==> config.mk <==
export PLATFORM = sky130hd
export DESIGN_NAME = ifcd_decoder
export DESIGN_NICKNAME = d
export VERILOG_FILES = /design/src/core/ifcd_pkg.sv /design/src/core/ifcd_dec_if.sv /design/src/core/ifcd_classify.sv /design/src/core/ifcd_field_split.sv /design/src/core/ifcd_decoder.sv
export SDC_FILE = /design/constraint.sdc
export NUM_CORES = 1
export LEC_CHECK = 0
export ABC_AREA = 1
export BUFFER_PORTS_ARGS = -buffer_cell sky130_fd_sc_hd__buf_2
export CAP_MARGIN = 10
export CORE_MARGIN = 4
export CORE_UTILIZATION = 58
export CTS_CLUSTER_SIZE = 12
export DETAILED_ROUTE_END_ITERATION = 10
export PLACE_DENSITY = 0.85
export SLEW_MARGIN = 25
export SYNTH_ARGS = -nofsm -noshare
export SYNTH_HDL_FRONTEND = slang
export SYNTH_HIERARCHICAL = 1
export SYNTH_SLANG_ARGS = --single-unit
==> constraint.sdc <==
create_clock -name clk_sys_in -period 11.68 [get_ports clk_sys_in]
set_input_delay 1.752 -clock clk_sys_in [delete_from_list [all_inputs] [get_ports clk_sys_in]]
set_output_delay 1.752 -clock clk_sys_in [all_outputs]
set_load 0.005 [all_outputs]
==> src/core/ifcd_pkg.sv <==
// Constants, types and helpers for the instruction format and cycle decoder
// Assumes 24-bit instruction words and one instruction cycle per word
package ifcd_pkg;
  // Word layout
  localparam int WORD_W   = 24;
  localparam int OPC_W    = 8;
  localparam int OPC_LSB  = 16;
  localparam int REG_W    = 4;
  localparam int MODE_W   = 2;
  localparam int FADDR_W  = 13;
  localparam int LIT_W    = 16;
  localparam int PADDR_W  = 23;
  localparam int EXT_LO_W = 7;
  localparam int ALIT_W   = 6;
  // Opcodes
  localparam logic [7:0] OPC_NOP      = 8'h00;
  localparam logic [7:0] OPC_BRA      = 8'h01;
  localparam logic [7:0] OPC_BRA_COMP = 8'h02;
  localparam logic [7:0] OPC_BR_COND  = 8'h03;
  localparam logic [7:0] OPC_CALL_IND = 8'h04;
  localparam logic [7:0] OPC_GOTO_IND = 8'h05;
  localparam logic [7:0] OPC_RETURN   = 8'h06;
  localparam logic [7:0] OPC_RETURN_FROM_INTERRUPT_INSTR   = 8'h07;
  localparam logic [7:0] OPC_TBL_RD   = 8'h08;
  localparam logic [7:0] OPC_TBL_WR   = 8'h09;
  localparam logic [7:0] OPC_GOTO_DW  = 8'h0A;
  localparam logic [7:0] OPC_CALL_DW  = 8'h0B;
  localparam logic [7:0] OPC_MOV_DW   = 8'h0C;
  // Opcode group bits
  localparam logic [1:0] GRP_CONTROL = 2'h0;
  localparam logic [1:0] GRP_WORD    = 2'h1;
  localparam logic [1:0] GRP_BITLIT  = 2'h2;
  localparam logic [1:0] GRP_DSP     = 2'h3;
  localparam int GRP_LSB  = 6;
  localparam int BIT_SEL  = 5;
  localparam int SUB_SEL  = 4;
  localparam int LIT_TGT  = 0;
  // Operand field positions
  localparam int BASE_LSB   = 12;
  localparam int DMODE_LSB  = 10;
  localparam int DST_LSB    = 6;
  localparam int SMODE_LSB  = 4;
  localparam int SRC_LSB    = 0;
  localparam int BYTE_POS   = 14;
  localparam int FDEST_POS  = 15;
  localparam int BITREG_POS = 11;
  localparam int BITFILE_POS = 10;
  localparam int TBL_LSB    = 14;
  localparam logic [1:0] MODE_DIRECT = 2'h0;
  // Cycle counts
  localparam logic [1:0] CYC_ONE   = 2'h1;
  localparam logic [1:0] CYC_TWO   = 2'h2;
  localparam logic [1:0] CYC_THREE = 2'h3;
  // Status flag masks, bits C DC N OV Z from low to high
  localparam logic [4:0] FLAGS_ALL  = 5'h1F;
  localparam logic [4:0] FLAGS_ZERO = 5'h10;
  localparam logic [4:0] FLAGS_NONE = 5'h00;

  typedef enum logic [2:0] {
    CAT_WORD_BYTE, CAT_BIT, CAT_LITERAL, CAT_DSP, CAT_CONTROL
  } ifcd_cat_type;

  function automatic logic ifcd_is_double(input logic [7:0] op);
    return (op == OPC_GOTO_DW) || (op == OPC_CALL_DW) || (op == OPC_MOV_DW);
  endfunction
endpackage

==> src/core/ifcd_dec_if.sv <==
// Interface carrying one instruction word and its decoded fields
// Assumes the top module drives the word and the leaves decode it
`timescale 1ns/1ps
`default_nettype none
interface ifcd_dec_if;
  logic [23:0]                word;
  logic [7:0]                 opcode;
  ifcd_pkg::ifcd_cat_type     cat;
  logic                       is_double;
  logic                       is_skip;
  logic                       is_cond_br;
  logic [1:0]                 fixed_cyc;
  logic [4:0]                 flag_mask;
  logic [3:0]                 base;
  logic [3:0]                 src;
  logic [3:0]                 dst;
  logic [1:0]                 src_mode;
  logic [1:0]                 dst_mode;
  logic [12:0]                file_addr;
  logic                       dest_is_file;
  logic [3:0]                 bit_pos;
  logic                       bit_from_reg;
  logic [15:0]                lit;
  logic                       lit_wr_dst;
  logic [1:0]                 tbl_mode;
  logic                       byte_mode;

  modport cls_mp (input word, output opcode, cat, is_double, is_skip,
                  is_cond_br, fixed_cyc, flag_mask);
  modport spl_mp (input word, opcode, cat, output base, src, dst, src_mode,
                  dst_mode, file_addr, dest_is_file, bit_pos, bit_from_reg,
                  lit, lit_wr_dst, tbl_mode, byte_mode);
endinterface
`default_nettype wire

==> src/core/ifcd_classify.sv <==
// Opcode classifier: category, word count, cycle class, flag mask
// Assumes a combinational path from the word held in the interface
`timescale 1ns/1ps
`default_nettype none
module ifcd_classify (
  // Decoded fields
  ifcd_dec_if.cls_mp dec
);
  logic [7:0] op;

  assign op = dec.word[ifcd_pkg::OPC_LSB +: ifcd_pkg::OPC_W];

  always_comb begin
    dec.opcode     = op;
    dec.is_double  = ifcd_pkg::ifcd_is_double(op);
    dec.is_cond_br = (op == ifcd_pkg::OPC_BR_COND);
    dec.is_skip    = 1'b0;
    dec.flag_mask  = ifcd_pkg::FLAGS_NONE;
    dec.cat        = ifcd_pkg::CAT_CONTROL;
    case (op[ifcd_pkg::GRP_LSB +: 2])
      ifcd_pkg::GRP_WORD: begin
        dec.cat       = ifcd_pkg::CAT_WORD_BYTE;
        dec.flag_mask = ifcd_pkg::FLAGS_ALL;
      end
      ifcd_pkg::GRP_BITLIT: begin
        if (op[ifcd_pkg::BIT_SEL]) begin
          dec.cat       = ifcd_pkg::CAT_BIT;
          dec.is_skip   = op[ifcd_pkg::SUB_SEL];
          dec.flag_mask = ifcd_pkg::FLAGS_ZERO;
        end else begin
          dec.cat = ifcd_pkg::CAT_LITERAL;
          if (op[ifcd_pkg::SUB_SEL]) begin
            dec.flag_mask = ifcd_pkg::FLAGS_ALL;
          end
        end
      end
      ifcd_pkg::GRP_DSP: begin
        dec.cat       = ifcd_pkg::CAT_DSP;
        dec.flag_mask = ifcd_pkg::FLAGS_ALL;
      end
      default: dec.cat = ifcd_pkg::CAT_CONTROL;
    endcase
    // Fixed cycle cost before any condition
    case (op)
      ifcd_pkg::OPC_GOTO_DW, ifcd_pkg::OPC_CALL_DW,
      ifcd_pkg::OPC_MOV_DW:   dec.fixed_cyc = ifcd_pkg::CYC_TWO;
      ifcd_pkg::OPC_BRA, ifcd_pkg::OPC_BRA_COMP, ifcd_pkg::OPC_CALL_IND,
      ifcd_pkg::OPC_GOTO_IND, ifcd_pkg::OPC_TBL_RD,
      ifcd_pkg::OPC_TBL_WR:   dec.fixed_cyc = ifcd_pkg::CYC_TWO;
      ifcd_pkg::OPC_RETURN,
      ifcd_pkg::OPC_RETURN_FROM_INTERRUPT_INSTR:   dec.fixed_cyc = ifcd_pkg::CYC_THREE;
      default:                dec.fixed_cyc = ifcd_pkg::CYC_ONE;
    endcase
  end
endmodule // ifcd_classify
`default_nettype wire

==> src/core/ifcd_field_split.sv <==
// Operand field splitter for single-location instruction words
// Assumes opcode and category come from the classifier
`timescale 1ns/1ps
`default_nettype none
module ifcd_field_split (
  // Decoded fields
  ifcd_dec_if.spl_mp dec
);
  logic [15:0] w;

  assign w = dec.word[15:0];

  always_comb begin
    dec.base         = w[ifcd_pkg::BASE_LSB +: ifcd_pkg::REG_W];
    dec.src          = w[ifcd_pkg::SRC_LSB +: ifcd_pkg::REG_W];
    dec.dst          = w[ifcd_pkg::DST_LSB +: ifcd_pkg::REG_W];
    dec.src_mode     = w[ifcd_pkg::SMODE_LSB +: ifcd_pkg::MODE_W];
    dec.dst_mode     = w[ifcd_pkg::DMODE_LSB +: ifcd_pkg::MODE_W];
    dec.file_addr    = 13'h0000;
    dec.dest_is_file = 1'b0;
    dec.bit_pos      = w[ifcd_pkg::BASE_LSB +: ifcd_pkg::REG_W];
    dec.bit_from_reg = 1'b0;
    dec.lit          = 16'h0000;
    dec.lit_wr_dst   = 1'b0;
    dec.tbl_mode     = 2'h0;
    dec.byte_mode    = 1'b0;
    case (dec.cat)
      ifcd_pkg::CAT_WORD_BYTE: begin
        dec.byte_mode = w[ifcd_pkg::BYTE_POS];
        if (dec.opcode[ifcd_pkg::SUB_SEL]) begin
          dec.file_addr    = w[ifcd_pkg::FADDR_W-1:0];
          dec.dest_is_file = w[ifcd_pkg::FDEST_POS];
        end
      end
      ifcd_pkg::CAT_BIT: begin
        dec.bit_from_reg = w[ifcd_pkg::BITREG_POS];
        dec.dest_is_file = w[ifcd_pkg::BITFILE_POS];
        dec.file_addr    = {3'h0, w[9:0]};
      end
      ifcd_pkg::CAT_LITERAL: begin
        if (dec.opcode[ifcd_pkg::SUB_SEL]) begin
          dec.lit        = {10'h000, w[ifcd_pkg::ALIT_W-1:0]};
          dec.lit_wr_dst = (dec.dst != dec.base) ||
                           (dec.dst_mode != ifcd_pkg::MODE_DIRECT);
        end else if (dec.opcode[ifcd_pkg::LIT_TGT]) begin
          dec.dest_is_file = 1'b1;
          dec.file_addr    = {5'h00, w[7:0]};
          dec.lit          = {8'h00, w[15:8]};
        end else begin
          dec.base = w[ifcd_pkg::SRC_LSB +: ifcd_pkg::REG_W];
          dec.lit  = {4'h0, w[15:4]};
        end
      end
      ifcd_pkg::CAT_CONTROL: begin
        dec.lit = w;
        if (dec.opcode == ifcd_pkg::OPC_TBL_RD ||
            dec.opcode == ifcd_pkg::OPC_TBL_WR) begin
          dec.tbl_mode = w[ifcd_pkg::TBL_LSB +: 2];
        end
      end
      default: dec.lit = 16'h0000;
    endcase
  end
endmodule // ifcd_field_split
`default_nettype wire

==> src/core/ifcd_decoder.sv <==
// Top of the instruction format and cycle decoder
// Assumes program memory presents one word per instruction cycle
`timescale 1ns/1ps
`default_nettype none
module ifcd_decoder (
  // Clock, reset, enable
  input  wire logic                   clk_sys_in,
  input  wire logic                   reset_in,
  input  wire logic                   clk_en_in,
  // Program memory side
  input  wire logic [23:0]            insn_word_in,
  input  wire logic                   insn_valid_in,
  input  wire logic                   cond_true_in,
  // Cycle sequencing
  output logic                        slot_valid_out,
  output logic                        exec_out,
  output logic                        nop_out,
  output logic                        done_out,
  output logic [1:0]                  cycles_out,
  // Second word
  output logic                        ext_valid_out,
  output logic [15:0]                 ext_word_out,
  output logic [22:0]                 prog_addr_out,
  output logic                        dw_fault_out,
  // Decoded fields
  output ifcd_pkg::ifcd_cat_type      category_out,
  output logic [7:0]                  opcode_out,
  output logic [3:0]                  base_reg_out,
  output logic [3:0]                  src_reg_out,
  output logic [1:0]                  src_mode_out,
  output logic [3:0]                  dst_reg_out,
  output logic [1:0]                  dst_mode_out,
  output logic [12:0]                 file_addr_out,
  output logic                        dest_is_file_out,
  output logic [3:0]                  bit_pos_out,
  output logic                        bit_from_reg_out,
  output logic [15:0]                 literal_out,
  output logic                        lit_wr_dst_out,
  output logic [1:0]                  table_mode_out,
  output logic [4:0]                  flag_mask_out,
  output logic                        byte_mode_out
);
  typedef enum logic [2:0] {
    ST_ISSUE, ST_SECOND, ST_FLUSH, ST_SKIP, ST_SKIP_DW
  } ifcd_state_type;

  ifcd_state_type state_ff;
  ifcd_state_type nxt_state;
  logic [1:0]     left_ff;
  logic [1:0]     nxt_left;
  logic [1:0]     cnt_ff;
  logic [1:0]     nxt_cnt;
  logic [1:0]     extra;
  logic           step;
  logic           issue;
  logic           done;
  logic [7:0]     in_opc;

  ifcd_dec_if dec_if ();

  assign dec_if.word = insn_word_in;
  assign in_opc      = insn_word_in[ifcd_pkg::OPC_LSB +: ifcd_pkg::OPC_W];

  ifcd_classify u_classify (
    .dec (dec_if.cls_mp)
  );

  ifcd_field_split u_split (
    .dec (dec_if.spl_mp)
  );

  // One accepted word is one instruction cycle
  assign step  = clk_en_in && insn_valid_in;
  assign issue = step && (state_ff == ST_ISSUE);

  // Extra no-operation cycles after the first
  always_comb begin
    if (dec_if.is_cond_br && cond_true_in) begin
      extra = 2'h1;
    end else begin
      extra = 2'(dec_if.fixed_cyc - ifcd_pkg::CYC_ONE);
    end
  end

  // Cycle sequencer
  always_comb begin
    nxt_state = state_ff;
    nxt_left  = left_ff;
    done      = 1'b0;
    if (step) begin
      case (state_ff)
        ST_ISSUE: begin
          if (dec_if.is_double) begin
            nxt_state = ST_SECOND;
          end else if (dec_if.is_skip && cond_true_in) begin
            nxt_state = ST_SKIP;
          end else if (extra != 2'h0) begin
            nxt_state = ST_FLUSH;
            nxt_left  = extra;
          end else begin
            done = 1'b1;
          end
        end
        ST_SECOND: begin
          nxt_state = ST_ISSUE;
          done      = 1'b1;
        end
        ST_FLUSH: begin
          if (left_ff == 2'h1) begin
            nxt_state = ST_ISSUE;
            done      = 1'b1;
          end else begin
            nxt_left = 2'(left_ff - 2'h1);
          end
        end
        ST_SKIP: begin
          if (dec_if.is_double) begin
            nxt_state = ST_SKIP_DW;
          end else begin
            nxt_state = ST_ISSUE;
            done      = 1'b1;
          end
        end
        ST_SKIP_DW: begin
          nxt_state = ST_ISSUE;
          done      = 1'b1;
        end
        default: nxt_state = ST_ISSUE;
      endcase
    end
  end

  assign nxt_cnt = issue ? ifcd_pkg::CYC_ONE : 2'(cnt_ff + 2'h1);

  // Sequencer state
  always_ff @(posedge clk_sys_in or posedge reset_in) begin
    if (reset_in) begin
      state_ff <= ST_ISSUE;
      left_ff  <= 2'h0;
      cnt_ff   <= 2'h0;
    end else if (clk_en_in) begin
      state_ff <= nxt_state;
      left_ff  <= nxt_left;
      if (step) begin
        cnt_ff <= nxt_cnt;
      end
    end
  end

  // Per-cycle pulses
  always_ff @(posedge clk_sys_in or posedge reset_in) begin
    if (reset_in) begin
      slot_valid_out <= 1'b0;
      exec_out       <= 1'b0;
      nop_out        <= 1'b0;
      done_out       <= 1'b0;
      cycles_out     <= 2'h0;
    end else if (clk_en_in) begin
      slot_valid_out <= step;
      exec_out       <= issue;
      // Flush, annulled and lone second words do nothing
      nop_out <= step && ((state_ff == ST_FLUSH) || (state_ff == ST_SKIP) ||
                          (state_ff == ST_SKIP_DW) ||
                          (issue && in_opc == ifcd_pkg::OPC_NOP));
      done_out <= done;
      if (done) begin
        cycles_out <= nxt_cnt;
      end
    end
  end

  // Second word of a double-location instruction
  always_ff @(posedge clk_sys_in or posedge reset_in) begin
    if (reset_in) begin
      ext_valid_out <= 1'b0;
      ext_word_out  <= 16'h0000;
      prog_addr_out <= 23'h000000;
      dw_fault_out  <= 1'b0;
    end else if (clk_en_in) begin
      ext_valid_out <= step && (state_ff == ST_SECOND);
      dw_fault_out  <= step && (state_ff == ST_SECOND) &&
                       (in_opc != ifcd_pkg::OPC_NOP);
      if (step && (state_ff == ST_SECOND)) begin
        ext_word_out  <= insn_word_in[15:0];
        prog_addr_out <= {insn_word_in[ifcd_pkg::EXT_LO_W-1:0],
                          literal_out};
      end
    end
  end

  // Decoded fields, held until the next issue
  always_ff @(posedge clk_sys_in or posedge reset_in) begin
    if (reset_in) begin
      category_out     <= ifcd_pkg::CAT_CONTROL;
      opcode_out       <= ifcd_pkg::OPC_NOP;
      base_reg_out     <= 4'h0;
      src_reg_out      <= 4'h0;
      src_mode_out     <= 2'h0;
      dst_reg_out      <= 4'h0;
      dst_mode_out     <= 2'h0;
      file_addr_out    <= 13'h0000;
      dest_is_file_out <= 1'b0;
      bit_pos_out      <= 4'h0;
      bit_from_reg_out <= 1'b0;
      literal_out      <= 16'h0000;
      lit_wr_dst_out   <= 1'b0;
      table_mode_out   <= 2'h0;
      flag_mask_out    <= ifcd_pkg::FLAGS_NONE;
      byte_mode_out    <= 1'b0;
    end else if (clk_en_in && issue) begin
      category_out     <= dec_if.cat;
      opcode_out       <= dec_if.opcode;
      base_reg_out     <= dec_if.base;
      src_reg_out      <= dec_if.src;
      src_mode_out     <= dec_if.src_mode;
      dst_reg_out      <= dec_if.dst;
      dst_mode_out     <= dec_if.dst_mode;
      file_addr_out    <= dec_if.file_addr;
      dest_is_file_out <= dec_if.dest_is_file;
      bit_pos_out      <= dec_if.bit_pos;
      bit_from_reg_out <= dec_if.bit_from_reg;
      literal_out      <= dec_if.lit;
      lit_wr_dst_out   <= dec_if.lit_wr_dst;
      table_mode_out   <= dec_if.tbl_mode;
      flag_mask_out    <= dec_if.flag_mask;
      byte_mode_out    <= dec_if.byte_mode;
    end
  end
endmodule // ifcd_decoder
`default_nettype wire

==> Word level (Yosys, flattened, before mapping) <==
Memories as Yosys holds them, arrays and structs flattened.
Index checks and enable logic that the tools add are counted.
{ "op_classes": {"addsub": 3, "eq_ne": 24, "n_mux": 48, "n_reduce_logical": 31} }
{ "op_table": {"columns": ["op", "count"], "rows": [
  ["$eq 8x4->1 const B", 5],
  ["$pmux 13 s3", 1],
  ["$pmux 16 s2", 1],
  ["$mux 13", 2],
  ["$mux 2", 10],
  ["$pmux 3 s3", 2],
  ["$mux 16", 1],
  ["$mux 1", 15],
  ["$mux 3", 5],
  ["$mux 12", 1],
  ["$mux 4", 3],
  ["$mux 5", 2],
  ["$pmux 5 s2", 1],
  ["$eq 3x2->1 const B", 3],
  ["$logic_and 1x1->1", 9],
  ["$eq 8x2->1 const B", 1],
  ["$logic_not 8->1", 1],
  ["$mux 8", 1],
  ["$ne 2x2->1 const B", 4],
  ["$reduce_bool 8->1", 1],
  ["$logic_or 1x1->1", 7],
  ["$reduce_and 7->1", 1],
  ["$eq 3x1->1 const B", 2],
  ["$eq 3x3->1 const B", 2],
  ["16 further kinds", 25]
]} }
{ "totals": {"reg_bits": 125, "mem_bits_ro": 32, "mem_count": 1} }
{ "memory_table": {"columns": ["name", "words", "width", "rd", "rd_clocked_by_memory_dff", "wr", "line", "source"], "rows": [
  ["(no name shown)", 16, 2, 1, 0, 0, "ifcd_classify.sv:44", "case (op)"]
]} }

==> Depth between registers and ports, before layout <==
{ "logic_depth": {"depth_word": 11, "ltp_mapped": 14, "mapped_depth_nobuf": 14} }

==> By module <==
The synthesis kept the hierarchy.
{ "modules_own_cells": {"columns": ["module", "n_inst", "cells_each", "area_each_um2"], "rows": [
  ["ifcd_decoder", 1, 404, 5079.9],
  ["ifcd_field_split", 1, 153, 758.2],
  ["ifcd_classify", 1, 54, 319.1]
]} }

==> Worst setup path before layout <==
Ideal clock, no wire load.
{ "synth_path": {"path_kind": "input -> register", "from": "in insn_word_in[22]", "to": "reg table_mode_out[0]", "setup_time_ns": 0.125, "t_arrival_ns": 2.912, "path_slack_ns": 8.643, "cell_stages": 8, "n_path_buf": 0, "path_cell_list": "inv_1 a21oi_1 nor2_1 nand2_1 inv_2 nand2_1 nor2_1 mux2_4"} }
{ "synth_via": {"elab_chain_cells": 4} }
{ "synth_rtl": {"columns": ["item", "line", "source"], "rows": [
  ["start: declaration", "ifcd_decoder.sv:11", "input wire logic [23:0] insn_word_in,"],
  ["$eq 2x2->1 / $eq 2x1->1 (equally long branches)", "ifcd_classify.sv:20", "case (op[ifcd_pkg::GRP_LSB +: 2])"],
  ["$pmux 3 s3 *", "ifcd_classify.sv:20", null],
  ["net dec_if.cat[0]", "ifcd_dec_if.sv:8", "ifcd_pkg::ifcd_cat_type cat;"],
  ["$eq 3x3->1 *", "ifcd_field_split.sv:27", "case (dec.cat)"],
  ["$mux 2 *", "ifcd_field_split.sv:27", null],
  ["net dec_if.tbl_mode[0]", "ifcd_dec_if.sv:25", "logic [1:0] tbl_mode;"],
  ["end signal: assignment", "ifcd_decoder.sv:224", "table_mode_out <= dec_if.tbl_mode;"],
  ["end: declaration", "ifcd_decoder.sv:39", "output logic [1:0] table_mode_out,"]
]} }
Mark *: on every way through the listed nets, which the timed path passes. The rest lies on a longest branch.
A chain may end at the register's enable or synchronous reset.

==> Final worst setup path <==
{ "layout_path": {"from": "in clk_en_in", "to": "reg src_mode_out[0]"} }
{ "layout_via": {"elab_chain_cells": 3} }
{ "layout_rtl": {"columns": ["item", "line", "source"], "rows": [
  ["start: declaration", "ifcd_decoder.sv:9", "input wire logic clk_en_in,"],
  ["$logic_and 1x1->1", "ifcd_decoder.sv:73", "assign step = clk_en_in && insn_valid_in;"],
  ["$logic_and 1x1->1", "ifcd_decoder.sv:74", "assign issue = step && (state_ff == ST_ISSUE);"],
  ["$logic_and 1x1->1 *", "ifcd_decoder.sv:210", "end else if (clk_en_in && issue) begin"],
  ["end signal: assignment", "ifcd_decoder.sv:215", "src_mode_out <= dec_if.src_mode;"],
  ["end: declaration", "ifcd_decoder.sv:30", "output logic [1:0] src_mode_out,"]
]} }
Mark *: on every way between the ends. The rest lies on a longest branch, timed or not.

==> reports/metrics.cfg <==
[logic_synthesis]
yosys_register_bits = 118
synth_area_um2 = 6157
synth_cells = 611
yosys.area_share.simple_pct = 14.79
synth_top_family_by_area = multiplexers
synth.avg_cell_area_um2 = 10.08
synth.area.mux_share_pct = 17.19
synth-xor-area-share_pct = 0.1422
syn_nets = 645
synth_cell_types = 37
synth-compound-area-share_pct = 7.661
synth_adder_area_share_pct = 1.016
yosysWarningCount = 6
yosysSeqAreaShare_pct = 47.98

[clock_network]
cts_tree = yes
cts-hold-fix-buffers = 0
post_cts_buffers = 0
clockBufferDepth = 2
h-tree-depth = 4
cts_made_buffers = 17
cts_root_buf = clkbuf_8
cts-resized-gates = 0
clk_pin_slew_ns = 0.06
insertion_delay_ns = 0.52
cts.sinks = 118

[floorplan]
fp.dieW_um = 111.0
num_rows = 37
die_h_um = 111.0
die-area_um2 = 12330
io_pins = 147
start_util_pct = 59.64
coreArea_um2 = 10320

[min_path]
hold_path_class = register to register
hold_path_end = cycles_out[0]
min_path_cells = 2
min_from = cycles_out[0]

[setup_path]
reg2reg_slack_ns = 9.17
worst_setup_path_start_kind = primary input
critPathMaxFanout = 71
end_kind = register
r2r_start = state_ff[0]
rr_worst_depth = 6
required_ns = 12.08
worstSetupPathType = primary input to register
worstPathArrival_ns = 3.75
r2r_end = src_mode_out[0]

[drt]
wirelength_mm = 14.85
vias = 4732
via_per_inst = 5.414
drc = 0
drtIter0Drc = 321
dr.pass1.iters = 5
wl_per_cell_um = 16.99
ant_nets = 0

[sta]
final.setup.tns_ns = 0
setup_viol = 0
slew_violations = 0
clock.fmax_mhz = 298.7
fin_crit_ns = 3.348
slew_headroom_pct = 34.93
rsz0062_at_grt = false
fin_skew_ns = 0.007575
finalCritPeriodShare_pct = 28.67
worstMarginPinSlew_ns = 0.9761
final_hold_viol_count = 0

[cells_and_area]
post-route-util_pct = 70.38
area_growth_pct = 18.00
fillers = 725
layout_commonest_cell = buf_2
layout-drive-gt1-share_pct = 37.40
fin_area_um2 = 7266
layout_common_cells = 146 x buf_2, 117 x dfrtp_1, 113 x nand2_1
nets = 759
num_antenna_cells = 0

[place]
io_buffers = 146
routabilityCongestion = 0.8888
dp_hpwl_mm = 10.45
placed_area_um2 = 6649

[pwr]
p_leak_nw = 4.084
peakVddDrop_v = 0.0001410
p_per_area_nw_per_um2 = 246.5

[global_route]
grt_first_pass_wirelength_mm = 24.76
track_usage_pct = 25.01
antenna_found_initial = 0
grt_max_degree = 91
grt_pass1_vias = 4901
gr-total-overflow = 0

[status]
status = finished, final reports clean

[run]
cap_viol_max_count = 0

## state kept, by name, summed over array words and instances (netlist names), 4 cells and up
register / count
file_addr_out: 13
ext_word_out: 16
dst_reg_out: 4
base_reg_out: 4
prog_addr_out: 16
flag_mask_out: 5
opcode_out: 8
literal_out: 16
bit_pos_out: 4
src_reg_out: 4
## where the power goes
part / total, mW / switching (mW) / internal (mW)
combinational: 0.563 / 0.253 / 0.310
clock: 0.536 / 0.184 / 0.352
sequential: 0.692 / 0.111 / 0.581
total: 1.79 / 0.549 / 1.24
## metal layers
metal / global-route usage, % / share of wire, % / vias up
met4: 10.71 / 3.3 / 0
met3: 6.878 / 6.7 / 41
met2: 41.50 / 50 / 222
li1: - / - / 2178
met5: 0 / 0 / -
met1: 30.81 / 40 / 2291
## worst max-delay path by stage
stage               from         endpoint  slack [ns]  cells after the start
2_1_floorplan   reset_in  base_reg_out[0]        6.80                      1
3_3_place_gp   clk_en_in   src_reg_out[1]        7.91                      6
5_1_grt        clk_en_in  src_mode_out[0]        8.23                      6
3_5_place_dp   clk_en_in   dst_reg_out[1]        7.82                      6
6_report       clk_en_in  src_mode_out[0]        8.33                      6
4_1_cts        clk_en_in  src_mode_out[0]        8.36                      6
## Yosys cell counts (all sizes together)
cell | count | area [um2]
nand2 | 119 | 481.7
dfrtp | 117 | 2928
mux2 | 71 | 1059
inv | 67 | 254.0
nor2 | 63 | 272.8
buf | 50 | 415.4
o21ai | 41 | 205.2
a21oi | 25 | 125.1
nand3 | 20 | 112.6
o22ai | 8 | 50.05
o211ai | 6 | 50.05
ha | 5 | 62.56
nor3 | 4 | 25.02
a21boi | 3 | 26.27
clkbuf | 3 | 11.26
clkinv | 2 | 10.01
nand4 | 2 | 12.51
dfstp | 1 | 26.28
o21a | 1 | 7.510
o21bai | 1 | 7.510
or2 | 1 | 6.260
xor2 | 1 | 8.760
## through the flow
step	setup WS, ns	total power [mW]	hold slack (ns)	std cells
floorplan	6.801	1.022	0.4654	611
global placement	7.909	1.230	0.4547	842
detailed placement	7.823	1.257	0.4673	842
CTS	8.360	1.805	0.4839	874
global route	8.226	1.898	0.5121	874
finish	8.332	1.791	0.4789	874
## kinds of logic after synthesis
family | count (synthesis)
buf+inv | 122
mux | 71
simple gates | 209
xor+xnor | 1
compound gates | 85
flops | 118
fa+ha+maj | 5
## critical path: stages
cell,delay [ns]
buf_2,0.13
nand2_2,0.11
clkinv_2,0.18
nand2_4,0.33
buf_4,0.84
mux2_4,0.36
## layout make-up
class,instances,area [um2],area share [%]
clock inverters,12,177.7,2.445
inverters,69,266.5,3.668
well taps,136,170.2,2.342
clock buffers,20,435.4,5.993
flip-flops and latches,118,2954,40.66
multi-input cells,371,2512,34.58
repair buffers,148,749.5,10.32
Note: power is estimated with default switching activity, not from simulation.
